## src/pkg/jtp_pkg.sv

```systemverilog
// Shared constants, state and selection types for the test access port
package jtp_pkg;
    // Instruction register
    localparam int          IR_W         = 3;
    localparam logic [2:0]  IR_CAPTURE   = 3'h1;
    localparam logic [2:0]  IR_EXTEST    = 3'h0;
    localparam logic [2:0]  IR_SAMPLE    = 3'h1;
    localparam logic [2:0]  IR_DEBUG     = 3'h2;
    localparam logic [2:0]  IR_BYPASS    = 3'h3;
    localparam logic [2:0]  IR_PROG      = 3'h4;
    localparam logic [2:0]  IR_BYPASS_B  = 3'h5;
    localparam logic [2:0]  IR_RESERVED  = 3'h6;
    localparam logic [2:0]  IR_BYPASS_C  = 3'h7;
    // Data register lengths
    localparam int          DEBUG_LEN    = 10;
    localparam int          PROG_LEN     = 3;
    // Consecutive high mode-select samples that always reach reset
    localparam int          TLR_HIGH_EDGES = 5;
    // Host test clock should stay at or below system clock over this ratio
    localparam int          TCK_RATIO    = 8;
    localparam int          SYNC_STAGES  = 2;
    localparam int          BUF_DEPTH    = 2;

    typedef enum logic [1:0] {
        SEL_BYPASS,
        SEL_DEBUG,
        SEL_PROG
    } jtp_sel_e;

    typedef enum logic [3:0] {
        ST_RESET,
        ST_IDLE,
        ST_SEL_DR,
        ST_CAP_DR,
        ST_SHIFT_DR,
        ST_EXIT1_DR,
        ST_PAUSE_DR,
        ST_EXIT2_DR,
        ST_UPD_DR,
        ST_SEL_IR,
        ST_CAP_IR,
        ST_SHIFT_IR,
        ST_EXIT1_IR,
        ST_PAUSE_IR,
        ST_EXIT2_IR,
        ST_UPD_IR
    } jtp_state_e;
endpackage : jtp_pkg

```

## src/pkg/jtp_stream_if.sv

```systemverilog
// Valid/ready word stream between the port logic and its buffer
`timescale 1ns/1ps
interface jtp_stream_if #(
    parameter int W = 12
);
    logic         valid;
    logic         ready;
    logic [W-1:0] data;

    modport src (output valid, output data, input ready);
    modport snk (input valid, input data, output ready);
endinterface : jtp_stream_if

```

## src/hw/jtp_sync.sv

```systemverilog
// Two-flop synchroniser for pins from outside the clock domain
`timescale 1ns/1ps
module jtp_sync #(
    parameter int W = 1
) (
    // Clock and reset
    input  wire logic         clk,
    input  wire logic         srst,
    // Asynchronous in, synchronised out
    input  wire logic [W-1:0] d,
    output logic      [W-1:0] q
);
    logic [W-1:0] meta_q;

    // First stage feeds only the second stage
    always_ff @(posedge clk) begin
        if (srst) begin
            meta_q <= '0;
            q      <= '0;
        end else begin
            meta_q <= d;
            q      <= meta_q;
        end
    end
endmodule : jtp_sync

```

## src/hw/jtp_buf.sv

```systemverilog
// Two-entry valid/ready buffer
`timescale 1ns/1ps
module jtp_buf #(
    parameter int W     = 12,
    parameter int DEPTH = 2
) (
    // Clock and reset
    input  wire logic clk,
    input  wire logic srst,
    // Fill and drain sides
    jtp_stream_if.snk in_s,
    jtp_stream_if.src out_s
);
    localparam int AW = (DEPTH > 1) ? $clog2(DEPTH) : 1;

    logic [W-1:0]  mem_q [DEPTH];
    logic [AW-1:0] wp_q;
    logic [AW-1:0] rp_q;
    logic [AW:0]   cnt_q;
    wire           push = in_s.valid && in_s.ready;
    wire           pop  = out_s.valid && out_s.ready;

    if (DEPTH != 2) begin : g_chk
        $error("jtp_buf: depth must be 2");
    end

    assign in_s.ready  = (cnt_q != (AW+1)'(DEPTH));
    assign out_s.valid = (cnt_q != '0);
    assign out_s.data  = mem_q[rp_q];

    always_ff @(posedge clk) begin
        if (push) begin
            mem_q[wp_q] <= in_s.data;
        end
    end

    always_ff @(posedge clk) begin
        if (srst) begin
            wp_q  <= '0;
            rp_q  <= '0;
            cnt_q <= '0;
        end else begin
            wp_q  <= push ? wp_q + 1'b1 : wp_q;
            rp_q  <= pop ? rp_q + 1'b1 : rp_q;
            cnt_q <= cnt_q + (AW+1)'(push) - (AW+1)'(pop);
        end
    end
endmodule : jtp_buf

```

## src/hw/jtp_tap.sv

```systemverilog
// Test access port controller sampled on the system clock
`timescale 1ns/1ps
module jtp_tap
    import jtp_pkg::*;
#(
    parameter int DR_W = DEBUG_LEN
) (
    // System clock and reset
    input  wire logic            CLK,
    input  wire logic            SRST,
    // Test port pins
    input  wire logic            TCK,
    input  wire logic            TMS,
    input  wire logic            TDI,
    output logic                 TDO,
    output logic                 TDO_OE,
    // Port enable and pull-up control
    input  wire logic            TAP_EN,
    output logic                 PULLUP_EN,
    // Current instruction
    output logic [IR_W-1:0]      PARALLEL_INSTRUCTION_BITS,
    // Data words shifted in, toward the system
    output logic                 DR_OUT_VALID,
    input  wire logic            DR_OUT_READY,
    output logic [1:0]           DR_OUT_SEL,
    output logic [DR_W-1:0]      DR_OUT_DATA,
    output logic                 DR_BUF_READY,
    // Parallel word loaded for shifting out
    input  wire logic [DR_W-1:0] DR_IN_DATA
);
    ////////////////////////////////////////////////////////////////////////////
    if (DR_W < DEBUG_LEN || DR_W < PROG_LEN) begin : g_chk
        $error("jtp_tap: DR_W too small for the data registers");
    end

    // Next controller state from the sampled mode select
    function automatic jtp_state_e next_state(jtp_state_e s, logic tms);
        case (s)
            ST_RESET:    next_state = tms ? ST_RESET   : ST_IDLE;
            ST_IDLE:     next_state = tms ? ST_SEL_DR  : ST_IDLE;
            ST_SEL_DR:   next_state = tms ? ST_SEL_IR  : ST_CAP_DR;
            ST_CAP_DR:   next_state = tms ? ST_EXIT1_DR : ST_SHIFT_DR;
            ST_SHIFT_DR: next_state = tms ? ST_EXIT1_DR : ST_SHIFT_DR;
            ST_EXIT1_DR: next_state = tms ? ST_UPD_DR  : ST_PAUSE_DR;
            ST_PAUSE_DR: next_state = tms ? ST_EXIT2_DR : ST_PAUSE_DR;
            ST_EXIT2_DR: next_state = tms ? ST_UPD_DR  : ST_SHIFT_DR;
            ST_UPD_DR:   next_state = tms ? ST_SEL_DR  : ST_IDLE;
            ST_SEL_IR:   next_state = tms ? ST_RESET   : ST_CAP_IR;
            ST_CAP_IR:   next_state = tms ? ST_EXIT1_IR : ST_SHIFT_IR;
            ST_SHIFT_IR: next_state = tms ? ST_EXIT1_IR : ST_SHIFT_IR;
            ST_EXIT1_IR: next_state = tms ? ST_UPD_IR  : ST_PAUSE_IR;
            ST_PAUSE_IR: next_state = tms ? ST_EXIT2_IR : ST_PAUSE_IR;
            ST_EXIT2_IR: next_state = tms ? ST_UPD_IR  : ST_SHIFT_IR;
            ST_UPD_IR:   next_state = tms ? ST_SEL_DR  : ST_IDLE;
            default:     next_state = ST_RESET;
        endcase
    endfunction : next_state

    // Data register selection for a newly loaded instruction
    function automatic jtp_sel_e decode_sel(logic [IR_W-1:0] ir, jtp_sel_e cur);
        case (ir)
            IR_DEBUG:    decode_sel = SEL_DEBUG;
            IR_PROG:     decode_sel = SEL_PROG;
            IR_BYPASS,
            IR_BYPASS_B,
            IR_BYPASS_C: decode_sel = SEL_BYPASS;
            default:     decode_sel = cur;
        endcase
    endfunction : decode_sel

    ////////////////////////////////////////////////////////////////////////////
    // Pin sampling; the edges of the test clock become one-cycle enables
    logic [2:0] pin_s;
    logic       tck_d1_q;

    jtp_sync #(.W(3)) u_sync (
        .clk  (CLK),
        .srst (SRST),
        .d    ({TCK, TMS, TDI}),
        .q    (pin_s)
    );

    wire tck_s    = pin_s[2];
    wire tms_s    = pin_s[1];
    wire tdi_s    = pin_s[0];
    // TMS and TDI ride the same two stages, so they stay aligned with TCK
    wire tck_rise = tck_s && !tck_d1_q;
    wire tck_fall = !tck_s && tck_d1_q;

    always_ff @(posedge CLK) begin
        if (SRST) begin
            tck_d1_q <= 1'b0;
        end else begin
            tck_d1_q <= tck_s;
        end
    end

    ////////////////////////////////////////////////////////////////////////////
    // Controller state
    jtp_state_e st_q;
    wire        in_shift_ir = (st_q == ST_SHIFT_IR);
    wire        in_shift_dr = (st_q == ST_SHIFT_DR);

    always_ff @(posedge CLK) begin
        if (SRST) begin
            st_q <= ST_RESET;
        end else if (tck_rise) begin
            st_q <= next_state(st_q, tms_s);
        end
    end

    ////////////////////////////////////////////////////////////////////////////
    // Instruction path
    logic [IR_W-1:0] ir_sh_q;
    logic [IR_W-1:0] ir_q;
    jtp_sel_e        sel_q;

    // Apart from the bypass reload in Test-Logic-Reset, nothing moves between test-clock edges, so a stopped clock holds all
    always_ff @(posedge CLK) begin
        if (SRST) begin
            ir_sh_q <= IR_CAPTURE;
        end else if (tck_rise && st_q == ST_CAP_IR) begin
            ir_sh_q <= IR_CAPTURE;
        end else if (tck_rise && in_shift_ir) begin
            ir_sh_q <= {tdi_s, ir_sh_q[IR_W-1:1]};
        end
    end

    always_ff @(posedge CLK) begin
        if (SRST) begin
            ir_q  <= IR_BYPASS;
            sel_q <= SEL_BYPASS;
        end else if (st_q == ST_RESET) begin
            ir_q  <= IR_BYPASS;
            sel_q <= SEL_BYPASS;
        end else if (tck_fall && st_q == ST_UPD_IR) begin
            ir_q  <= ir_sh_q;
            sel_q <= decode_sel(ir_sh_q, sel_q);
        end
    end

    assign PARALLEL_INSTRUCTION_BITS = ir_q;

    ////////////////////////////////////////////////////////////////////////////
    // Data path: bypass cell and the shared data shift register
    logic            byp_q;
    logic [DR_W-1:0] dr_sh_q;
    logic [DR_W-1:0] dr_shifted;
    logic [DR_W-1:0] dr_mask;
    wire             sel_byp = (sel_q == SEL_BYPASS);
    wire             dr_upd  = tck_fall && (st_q == ST_UPD_DR) && !sel_byp;

    // Shift right with the new bit landing at the top of the active length
    always_comb begin
        dr_mask    = (sel_q == SEL_PROG) ? DR_W'((1 << PROG_LEN) - 1)
                                         : DR_W'((1 << DEBUG_LEN) - 1);
        dr_shifted = dr_sh_q >> 1;
        if (sel_q == SEL_PROG) begin
            dr_shifted[PROG_LEN-1] = tdi_s;
        end else begin
            dr_shifted[DEBUG_LEN-1] = tdi_s;
        end
        dr_shifted = dr_shifted & dr_mask;
    end

    always_ff @(posedge CLK) begin
        if (SRST) begin
            byp_q <= 1'b0;
        end else if (tck_rise && st_q == ST_CAP_DR) begin
            byp_q <= 1'b0;
        end else if (tck_rise && in_shift_dr && sel_byp) begin
            byp_q <= tdi_s;
        end
    end

    always_ff @(posedge CLK) begin
        if (SRST) begin
            dr_sh_q <= '0;
        end else if (tck_rise && in_shift_dr && !sel_byp) begin
            dr_sh_q <= dr_shifted;
        end else if (dr_upd) begin
            dr_sh_q <= DR_IN_DATA & dr_mask;
        end
    end

    ////////////////////////////////////////////////////////////////////////////
    // Captured words go to the system through a two-entry buffer.
    // The host cannot be stalled, so a word offered while DR_BUF_READY is
    // low is lost; the system must drain before the next Update-DR.
    jtp_stream_if #(.W(2 + DR_W)) fill_if ();
    jtp_stream_if #(.W(2 + DR_W)) drain_if ();

    assign fill_if.valid  = dr_upd;
    assign fill_if.data   = {sel_q, dr_sh_q};
    assign drain_if.ready = DR_OUT_READY;

    jtp_buf #(.W(2 + DR_W), .DEPTH(BUF_DEPTH)) u_buf (
        .clk   (CLK),
        .srst  (SRST),
        .in_s  (fill_if),
        .out_s (drain_if)
    );

    assign DR_OUT_VALID = drain_if.valid;
    assign DR_OUT_SEL   = drain_if.data[DR_W +: 2];
    assign DR_OUT_DATA  = drain_if.data[DR_W-1:0];
    assign DR_BUF_READY = fill_if.ready;

    ////////////////////////////////////////////////////////////////////////////
    // Serial output, updated on the falling edge only
    wire tdo_bit = in_shift_ir ? ir_sh_q[0] : (sel_byp ? byp_q : dr_sh_q[0]);

    always_ff @(posedge CLK) begin
        if (SRST) begin
            TDO    <= 1'b1;
            TDO_OE <= 1'b0;
        end else if (tck_fall) begin
            TDO    <= (in_shift_ir || in_shift_dr) ? tdo_bit : 1'b1;
            TDO_OE <= in_shift_ir || in_shift_dr;
        end
    end

    // Pull-ups follow the port-enable bit
    always_ff @(posedge CLK) begin
        if (SRST) begin
            PULLUP_EN <= 1'b0;
        end else begin
            PULLUP_EN <= TAP_EN;
        end
    end

    ////////////////////////////////////////////////////////////////////////////
    // Checks
    logic [2:0] hi_cnt_q;

    always_ff @(posedge CLK) begin
        if (SRST) begin
            hi_cnt_q <= '0;
        end else if (tck_rise) begin
            hi_cnt_q <= !tms_s ? 3'h0 : (hi_cnt_q == 3'h7 ? hi_cnt_q : hi_cnt_q + 3'h1);
        end
    end

    a_tdo_fall_only: assert property (@(posedge CLK) disable iff (SRST)
        $changed(TDO) |-> $past(tck_fall))
        else $error("TDO changed without a falling test-clock edge");

    a_oe_shift_only: assert property (@(posedge CLK) disable iff (SRST)
        $rose(TDO_OE) |-> (st_q == ST_SHIFT_IR || st_q == ST_SHIFT_DR))
        else $error("TDO enabled outside a shift state");

    a_ir_lsb_out: assert property (@(posedge CLK) disable iff (SRST)
        tck_fall && in_shift_ir |=> TDO == $past(ir_sh_q[0]))
        else $error("Instruction LSB not driven on TDO");

    a_tdi_capture: assert property (@(posedge CLK) disable iff (SRST)
        tck_rise && in_shift_ir |=> ir_sh_q[IR_W-1] == $past(tdi_s))
        else $error("TDI not captured into instruction shift register");

    a_idle_hold: assert property (@(posedge CLK) disable iff (SRST)
        !tck_rise && !tck_fall && st_q != ST_RESET |=> $stable(st_q) && $stable(ir_q))
        else $error("Port state changed without a test-clock edge");

    a_tms_steer: assert property (@(posedge CLK) disable iff (SRST)
        tck_rise && st_q == ST_IDLE |=> st_q == (tms_s ? ST_SEL_DR : ST_IDLE))
        else $error("Wrong state after Run-Test-Idle");

    a_pullup_follow: assert property (@(posedge CLK) disable iff (SRST)
        !$past(SRST) |-> PULLUP_EN == $past(TAP_EN))
        else $error("Pull-up enable does not follow port enable");

    a_oe_off_else: assert property (@(posedge CLK) disable iff (SRST)
        tck_fall && !in_shift_ir && !in_shift_dr |=> !TDO_OE && TDO)
        else $error("TDO still driven after leaving the shift states");

    a_dr_hold: assert property (@(posedge CLK) disable iff (SRST)
        !tck_rise && !tck_fall |=> $stable(dr_sh_q) && $stable(byp_q))
        else $error("Data path changed without a test-clock edge");

    a_byp_capture: assert property (@(posedge CLK) disable iff (SRST)
        tck_rise && st_q == ST_CAP_DR |=> !byp_q)
        else $error("Bypass cell not cleared at Capture-DR");

    a_five_high: assert property (@(posedge CLK) disable iff (SRST)
        hi_cnt_q >= 3'(TLR_HIGH_EDGES) |-> st_q == ST_RESET)
        else $error("Five high mode samples did not reach reset");

    a_reset_stay: assert property (@(posedge CLK) disable iff (SRST)
        tck_rise && st_q == ST_RESET && tms_s |=> st_q == ST_RESET && ir_q == IR_BYPASS)
        else $error("Left Test-Logic-Reset with mode select high");

    a_reset_to_idle: assert property (@(posedge CLK) disable iff (SRST)
        tck_rise && st_q == ST_RESET && !tms_s |=> st_q == ST_IDLE)
        else $error("Low mode sample in reset did not reach idle");

    a_no_shift_else: assert property (@(posedge CLK) disable iff (SRST)
        st_q != ST_CAP_IR && !in_shift_ir |=> $stable(ir_sh_q))
        else $error("Instruction shift register moved outside capture or shift");

    a_capture_ir: assert property (@(posedge CLK) disable iff (SRST)
        tck_rise && st_q == ST_CAP_IR |=> ir_sh_q == IR_CAPTURE)
        else $error("Capture-IR did not load the fixed pattern");

    a_update_ir: assert property (@(posedge CLK) disable iff (SRST)
        $changed(ir_q) |-> $past(st_q) == ST_RESET ||
                           ($past(tck_fall) && $past(st_q) == ST_UPD_IR))
        else $error("Instruction changed outside Update-IR");

    a_bypass_sel: assert property (@(posedge CLK) disable iff (SRST)
        tck_fall && st_q == ST_UPD_IR && ir_sh_q[0] && ir_sh_q != IR_SAMPLE
        |=> sel_q == SEL_BYPASS)
        else $error("Bypass code did not select the bypass cell");

    c_ir_update: cover property (@(posedge CLK) disable iff (SRST)
        tck_fall && st_q == ST_UPD_IR);
    c_dr_push: cover property (@(posedge CLK) disable iff (SRST)
        dr_upd && fill_if.ready);
    c_buf_full: cover property (@(posedge CLK) disable iff (SRST)
        !fill_if.ready && !DR_OUT_READY);
    c_pause_dr: cover property (@(posedge CLK) disable iff (SRST)
        tck_rise && st_q == ST_PAUSE_DR);
    c_five_reset: cover property (@(posedge CLK) disable iff (SRST)
        hi_cnt_q == 3'(TLR_HIGH_EDGES) && $past(st_q) != ST_RESET);
endmodule : jtp_tap

```

## config.mk

```make
export PLATFORM = sky130hd
export DESIGN_NAME = jtp_tap
export DESIGN_NICKNAME = d
export VERILOG_FILES = /design/src/pkg/jtp_pkg.sv /design/src/pkg/jtp_stream_if.sv /design/src/hw/jtp_sync.sv /design/src/hw/jtp_buf.sv /design/src/hw/jtp_tap.sv
export SDC_FILE = /design/constraint.sdc
export NUM_CORES = 1
export LEC_CHECK = 0
export BUFFER_PORTS_ARGS = -buffer_cell sky130_fd_sc_hd__buf_2
export CORE_MARGIN = 8
export CORE_UTILIZATION = 51
export DETAILED_ROUTE_END_ITERATION = 10
export PLACE_DENSITY = 0.81
export SYNTH_ARGS = -nofsm -noshare
export SYNTH_HDL_FRONTEND = slang
export SYNTH_HIERARCHICAL = 1
export SYNTH_SLANG_ARGS = --single-unit
```

## constraint.sdc

```tcl
create_clock -name CLK -period 7.2 [get_ports CLK]
set_input_delay 0.72 -clock CLK [delete_from_list [all_inputs] [get_ports CLK]]
set_output_delay 0.72 -clock CLK [all_outputs]
set_load 0.005 [all_outputs]
```

==> qor_table.md, run 1 <==
| Metric | Value |
| --- | --- |
| Skew final | 0.00848 ns |
| Share of post-route cells with drive strength above 1 | 26.1% |
| Area of all placed cells without fillers | 3100 um^2 |
| Die outline width | 88.7 um |
| Rel. slew slack | 45.3% |
| Most used routing layer in global routing | met2 |
| Reported leakage power | 1.20 nW |
| Source-to-sink clock delay at the later pin of the worst-skew pair | 0.33 ns |
| Net count after synthesis | 260 |
| Top-level I/O count | 37 |
| Power density relative to cell area | 228 nW/um^2 |
| Die outline height | 88.7 um |
| Via total after detailed routing | 1,920 |
| Wire length of the first global-routing pass | 8220 um |
| Met2 usage | 21.4% |
| Area of the core | 5110 um^2 |
| Hold buffer count at cts | 0 |
| Aggregate negative setup slack | 0 ns |
| DR iter-0 viols | 139 |
| Post-synthesis sequential area ratio | 55.0% |
| Startpoint type of the worst setup path | register |
| Cell with the largest stage delay on the worst path | sky130_fd_sc_hd__dfxtp_1 |
| RePlAce Congestion | 0.796 |
| Total detailed-routing wirelength | 4940 um |
| Relative area change from synthesis to final layout | 15.0% |
| Register clock-pin slew on the reported worst setup and hold paths | 0.07 ns |
| Final setup violation count | 0 |
| Total clock buffers created by CTS | 9 |
| Synthesized area | 2700 um^2 |
| Vias per std cell | 5.49 |
| Number of flip-flops and latches in the synthesized netlist | 62 |
| Number of levels the H-tree was split into | 3 |
| Via count of the first global-routing pass | 1,798 |
| Count of different cell masters after synthesis | 53 |
| Overall Power | 0.707 mW |
| Overflow left after global routing | 0 |
| Met1 capacity usage during global routing | 16.3% |
| Placed inst area | 2890 um^2 |
| Unrepaired setup endpoints after global routing | no |
| Endpoint required time on the critical path | 7.41 ns |
| # rows | 26 |
| Clock sink count | 62 |
| Filler instances | 424 |
| Gates resized, CTS repair | 0 |
| Number of optimization iterations in the first detailed-route pass | 4 |
| Tcrit/Tclk final | 38.7% |
| Commonest non-fill, non-tap cell in the layout | sky130_fd_sc_hd__dfxtp_1 |
| Peak clock frequency supported by timing | 0.359 GHz |
| Slew @ Worst Pin | 0.815 ns |
| Total die area | 7870 um^2 |
| Initial Utilization | 52.8% |
| Cells after Synth | 242 |
| Clock tree from TritonCTS | built |
| Sort of element at the end of the critical path | register |
| Final Slew Violations | 0 |
| Status | complete, no violations |
| Synthesized area divided by synthesized cell count | 11.1 um^2 |
| Global Route Usage Sum | 13.5% |
| Placed cells | 334 |
| EDFF count, synth | 24 |
| Count of yosys warnings during synthesis | 6 |
| Total count of hold-check failures in the final report | 0 |
| Total inserted antenna cells | 0 |
| Number of buffers on the longest clock path | 2 |
| Arrival time reported for the critical path endpoint | 3.00 ns |
| Async SR Flop Fraction | 0% |
| Primary flip-flop cell chosen by synthesis mapping | sky130_fd_sc_hd__dfxtp_1 |
| Max incr delay on CP | 0.64 ns |
| Half-perimeter wire length after placement | 3380 um |
| Count of buffers from port buffering | 36 |
| Number of nets in the layout | 293 |
| Initial antenna violation count | 0 |
| Kind of path behind the tightest hold check | reg -> reg |
| Sequence of cells on the critical path | or4b_1 -> nor3_2 -> nand3_1 -> o21ai_0 -> nor2_1 -> ha_1 -> and2b_1 -> mux2_1 |
| Buffers inserted during post-CTS setup optimization | 0 |
| Max-cap violation count | 0 |
| Peak fanout along the critical path | 19 |
| DRC violations left | 0 |
| Min Tclk post-route | 2.78 ns |
| Highest ir drop seen on vdd | 0.165 mV |
| Final Instance Count excl. Fillers | 350 |
| DRT antenna net count | 0 |
| Pin count of the biggest net entering global routing | 30 |
| GR Util met3 | 4.74% |
| Most frequent cells in the layout | sky130_fd_sc_hd__dfxtp_1 (38), sky130_fd_sc_hd__buf_2 (36), sky130_fd_sc_hd__edfxtp_1 (24), sky130_fd_sc_hd__nor2_1 (17), sky130_fd_sc_hd__a21oi_1 (15) |
| Buffer type at the clock tree root | sky130_fd_sc_hd__clkbuf_8 |
| Average routed wire per standard cell | 14.1 um |
| Classification of the worst setup path | reg -> reg |
power breakdown:
part           switching, mW  total, mW  internal (mW)
Combinational         0.0101     0.0189        0.00885
Clock                  0.129      0.321          0.192
Sequential           0.00291      0.367          0.364
cells in the mapped netlist (4+ instances only):
cell type / instances / area share [%]
sky130_fd_sc_hd__mux2i_1: 10 / 3.7
sky130_fd_sc_hd__dfxtp_1: 38 / 28
sky130_fd_sc_hd__nor2b_1: 12 / 2.8
sky130_fd_sc_hd__nor3_1: 5 / 0.93
sky130_fd_sc_hd__nand3b_1: 4 / 1.1
sky130_fd_sc_hd__nor2_1: 17 / 2.4
sky130_fd_sc_hd__nand2_1: 8 / 1.1
sky130_fd_sc_hd__a21oi_1: 15 / 2.8
sky130_fd_sc_hd__o2bb2ai_1: 7 / 2.3
sky130_fd_sc_hd__edfxtp_1: 24 / 27
sky130_fd_sc_hd__inv_1: 7 / 0.98
sky130_fd_sc_hd__clkbuf_1: 10 / 1.4
sky130_fd_sc_hd__nand2b_1: 7 / 1.6
sky130_fd_sc_hd__mux2_2: 13 / 5.4
sky130_fd_sc_hd__o21ai_0: 13 / 2.4
kinds of logic after synthesis:
| logic type | count (synthesis) | share of synthesized area, % |
|---|---|---|
| XOR/XNOR | 1 | 0.325 |
| adder cells (fa/ha/maj) | 1 | 0.464 |
| AND/OR/NAND/NOR | 73 | 15.5 |
| multiplexers | 24 | 9.56 |
| flip-flops | 62 | 55.0 |
| AO/OA/AOI/OAI | 60 | 15.4 |
| buffers and inverters | 21 | 3.81 |
registers in the layout, summed over array words and instances (netlist names), 2 cells and up, named ones only:
name and count:
u_sync/q 3, PARALLEL_INSTRUCTION_BITS 3, dr_sh_q 10, u_sync/meta_q 3
ir_sh_q 3, u_buf/cnt_q 2, st_q 4, sel_q 2
u_buf/mem_q 24
routing by layer:
metal  up-vias  part of all wire [%]  wire length, um
li1        965                     -                -
met1       892                    44             2150
met2        59                    49             2420
met3         4                   6.8              338
met4         0                  0.65               32
met5         -                     0                0
cell type report:
class / count / area, um^2 / area share, %
inverter: 7 / 26.3 / 0.848
multi-input combinational: 159 / 1110 / 35.8
timing repair buffer: 36 / 180 / 5.81
clock inverter: 7 / 88.8 / 2.87
sequential: 62 / 1480 / 47.8
clock buffer: 9 / 124 / 4.00
tap: 70 / 87.6 / 2.83
final timing paths:
check                   endpoint  slack (ns)        startpoint  cells after the start
setup / recovery  u_buf/cnt_q[1]        4.42           st_q[3]                      8
hold / removal       u_sync/q[0]        0.44  u_sync/meta_q[0]                      1
setup reg to reg  u_buf/cnt_q[1]        4.42           st_q[3]                      8
hold reg to reg      u_sync/q[0]        0.44  u_sync/meta_q[0]                      1
critical path: cells and delay by family (launching register included):
kind | cells | cell delay [ns]
simple gates | 5 | 1.46
flops | 1 | 0.64
mux | 1 | 0.28
fa+ha+maj | 1 | 0.19
compound gates | 1 | 0.10
stage by stage:
stage               setup slack (ns)  hold slack [ns]  utilization (%)
floorplan                       4.89            0.414                -
global placement                4.54            0.419             56.5
detailed placement              4.42            0.425             56.5
CTS                             4.41            0.440             60.7
global route                    4.15            0.462             60.7
finish                          4.42            0.436             60.7
Note: power is estimated with default switching activity, not from simulation.
==> run 2: changes to the inputs <==
==> constraint.sdc (replaced) <==
create_clock -name CLK -period 2.82 [get_ports CLK]
set_input_delay 0.282 -clock CLK [delete_from_list [all_inputs] [get_ports CLK]]
set_output_delay 0.282 -clock CLK [all_outputs]
set_load 0.005 [all_outputs]
==> run 2 against run 1 <==
Compared with the run above:
- flip-flop and latch count did not move
- worst setup slack got worse by 4.0 ns
- total power rose to 2.7 times the previous value
- global-route usage rose by 0.49 points
- first-iteration DRC count fell by 29%
- via count rose by 3.9%
- die area did not move
- largest power group unchanged
- highest routed layer unchanged
==> qor_table.md, run 2 (same netlist as run 1, synthesis figures left out) <==
| Metric | Value |
| --- | --- |
| Status | complete, no violations |
| Final setup violation count | 0 |
| Total clock buffers created by CTS | 9 |
| Max incr delay on CP | 0.61 ns |
| Overall Power | 1.91 mW |
| Wire length of the first global-routing pass | 8480 um |
| Total inserted antenna cells | 0 |
| Pin count of the biggest net entering global routing | 30 |
| Endpoint required time on the critical path | 3.04 ns |
| Area of the core | 5110 um^2 |
| Kind of path behind the tightest hold check | in -> reg |
| DRT antenna net count | 0 |
| Initial antenna violation count | 0 |
| Gates resized, CTS repair | 0 |
| Buffering stage count on the worst path with inverters included | 0 |
| Power density relative to cell area | 605 nW/um^2 |
| Slew @ Worst Pin | 0.736 ns |
| Buffer type at the clock tree root | sky130_fd_sc_hd__clkbuf_8 |
| Arrival time reported for the critical path endpoint | 2.61 ns |
| Source-to-sink clock delay at the later pin of the worst-skew pair | 0.33 ns |
| Initial Utilization | 52.8% |
| Placed inst area | 2920 um^2 |
| Commonest non-fill, non-tap cell in the layout | sky130_fd_sc_hd__dfxtp_1 |
| Cell with the largest stage delay on the worst path | sky130_fd_sc_hd__or4b_1 |
| Vias per std cell | 5.62 |
| Sequence of cells on the critical path | or4b_1 -> nor3_2 -> nand3_1 -> o21ai_0 -> nor2_1 -> ha_1 -> and2b_1 -> mux2_1 |
| Placed cells | 339 |
| Number of nets in the layout | 298 |
| Share of post-route cells with drive strength above 1 | 27.0% |
| Via count of the first global-routing pass | 1,873 |
| Clock sink count | 62 |
| # rows | 26 |
| Smallest setup slack after layout | 0.427 ns |
| Largest delay contributor family on the critical path | simple AND/OR/NAND/NOR gates |
| Tcrit/Tclk final | 84.8% |
| Via total after detailed routing | 1,994 |
| Peak clock frequency supported by timing | 0.418 GHz |
| DR iter-0 viols | 98 |
| Biggest registers after layout | u_buf/mem_q x24, dr_sh_q x10, st_q x4 |
| Final Instance Count excl. Fillers | 355 |
| Number of buffers on the longest clock path | 2 |
| DRC violations left | 0 |
| Skew final | 0.00431 ns |
| Die outline width | 88.7 um |
| Total count of hold-check failures in the final report | 0 |
| RePlAce Congestion | 0.834 |
| Hold buffer count at cts | 0 |
| Sort of element at the end of the critical path | register |
| Total detailed-routing wirelength | 5270 um |
| Classification of the worst setup path | reg -> reg |
| Half-perimeter wire length after placement | 3530 um |
| Most frequent cells in the layout | sky130_fd_sc_hd__dfxtp_1 (38), sky130_fd_sc_hd__buf_2 (36), sky130_fd_sc_hd__edfxtp_1 (24), sky130_fd_sc_hd__nor2_1 (17), sky130_fd_sc_hd__a21oi_1 (15) |
| Rel. slew slack | 50.5% |
| Unrepaired setup endpoints after global routing | no |
| Die outline height | 88.7 um |
| Top-level I/O count | 37 |
| Place WS | 0.419 ns |
| Startpoint type of the worst setup path | register |
| Peak fanout along the critical path | 15 |
| Total die area | 7870 um^2 |
| Clock tree from TritonCTS | built |
| Number of levels the H-tree was split into | 3 |
| Register clock-pin slew on the reported worst setup and hold paths | 0.06 ns |
| Average routed wire per standard cell | 14.8 um |
| Buffers inserted during post-CTS setup optimization | 0 |
| Count of buffers from port buffering | 36 |
| Flip-flop count of the largest register, all copies and words added | 24 |
| Reported leakage power | 1.24 nW |
| Global Route Usage Sum | 14.0% |
| Highest ir drop seen on vdd | 0.305 mV |
| Overflow left after global routing | 0 |
| Aggregate negative setup slack | 0 ns |
| Area of all placed cells without fillers | 3160 um^2 |
| Relative area change from synthesis to final layout | 17.4% |
| Max-cap violation count | 0 |
| Min Tclk post-route | 2.39 ns |
| Largest register by flop count | u_buf/mem_q |
| Number of optimization iterations in the first detailed-route pass | 5 |
| Final Slew Violations | 0 |
## run 2: metrics by stage
step / util (%) / hold slack (ns)
finish: 61.9 / 0.162
CTS: 61.9 / 0.140
floorplan: - / 0.351
global route: 61.9 / 0.153
detailed placement: 57.3 / 0.423
global placement: 57.3 / 0.419
## run 2: layout make-up
type / count / area [um^2]
fillers: 431 / 1940
flip-flops and latches: 62 / 1480
inverters: 7 / 26.3
clock inverters: 5 / 97.6
multi-input cells: 159 / 1110
well taps: 70 / 87.6
repair buffers: 41 / 218
clock buffers: 11 / 141
## run 2: worst paths after layout
path | from | endpoint | slack [ns] | cells past startpoint
max | st_q[2] | u_buf/cnt_q[1] | 0.43 | 8
min | TMS | u_sync/meta_q[1] | 0.16 | 2
max reg2reg | st_q[2] | u_buf/cnt_q[1] | 0.43 | 8
min reg2reg | u_sync/meta_q[2] | u_sync/q[2] | 0.44 | 1
## run 2: where the power goes
part           internal (mW)  switching [mW]
clock network          0.606           0.321
registers              0.929         0.00399
logic                 0.0237          0.0302
total                   1.56           0.355
## run 2: layer usage
metal,vias to the layer above,GRT usage (%),part of all wire (%)
li1,975,-,-
met1,952,16.1,45
met2,61,22.8,47
met3,6,3.71,7.1
met4,0,8.29,1.3
met5,-,0,0
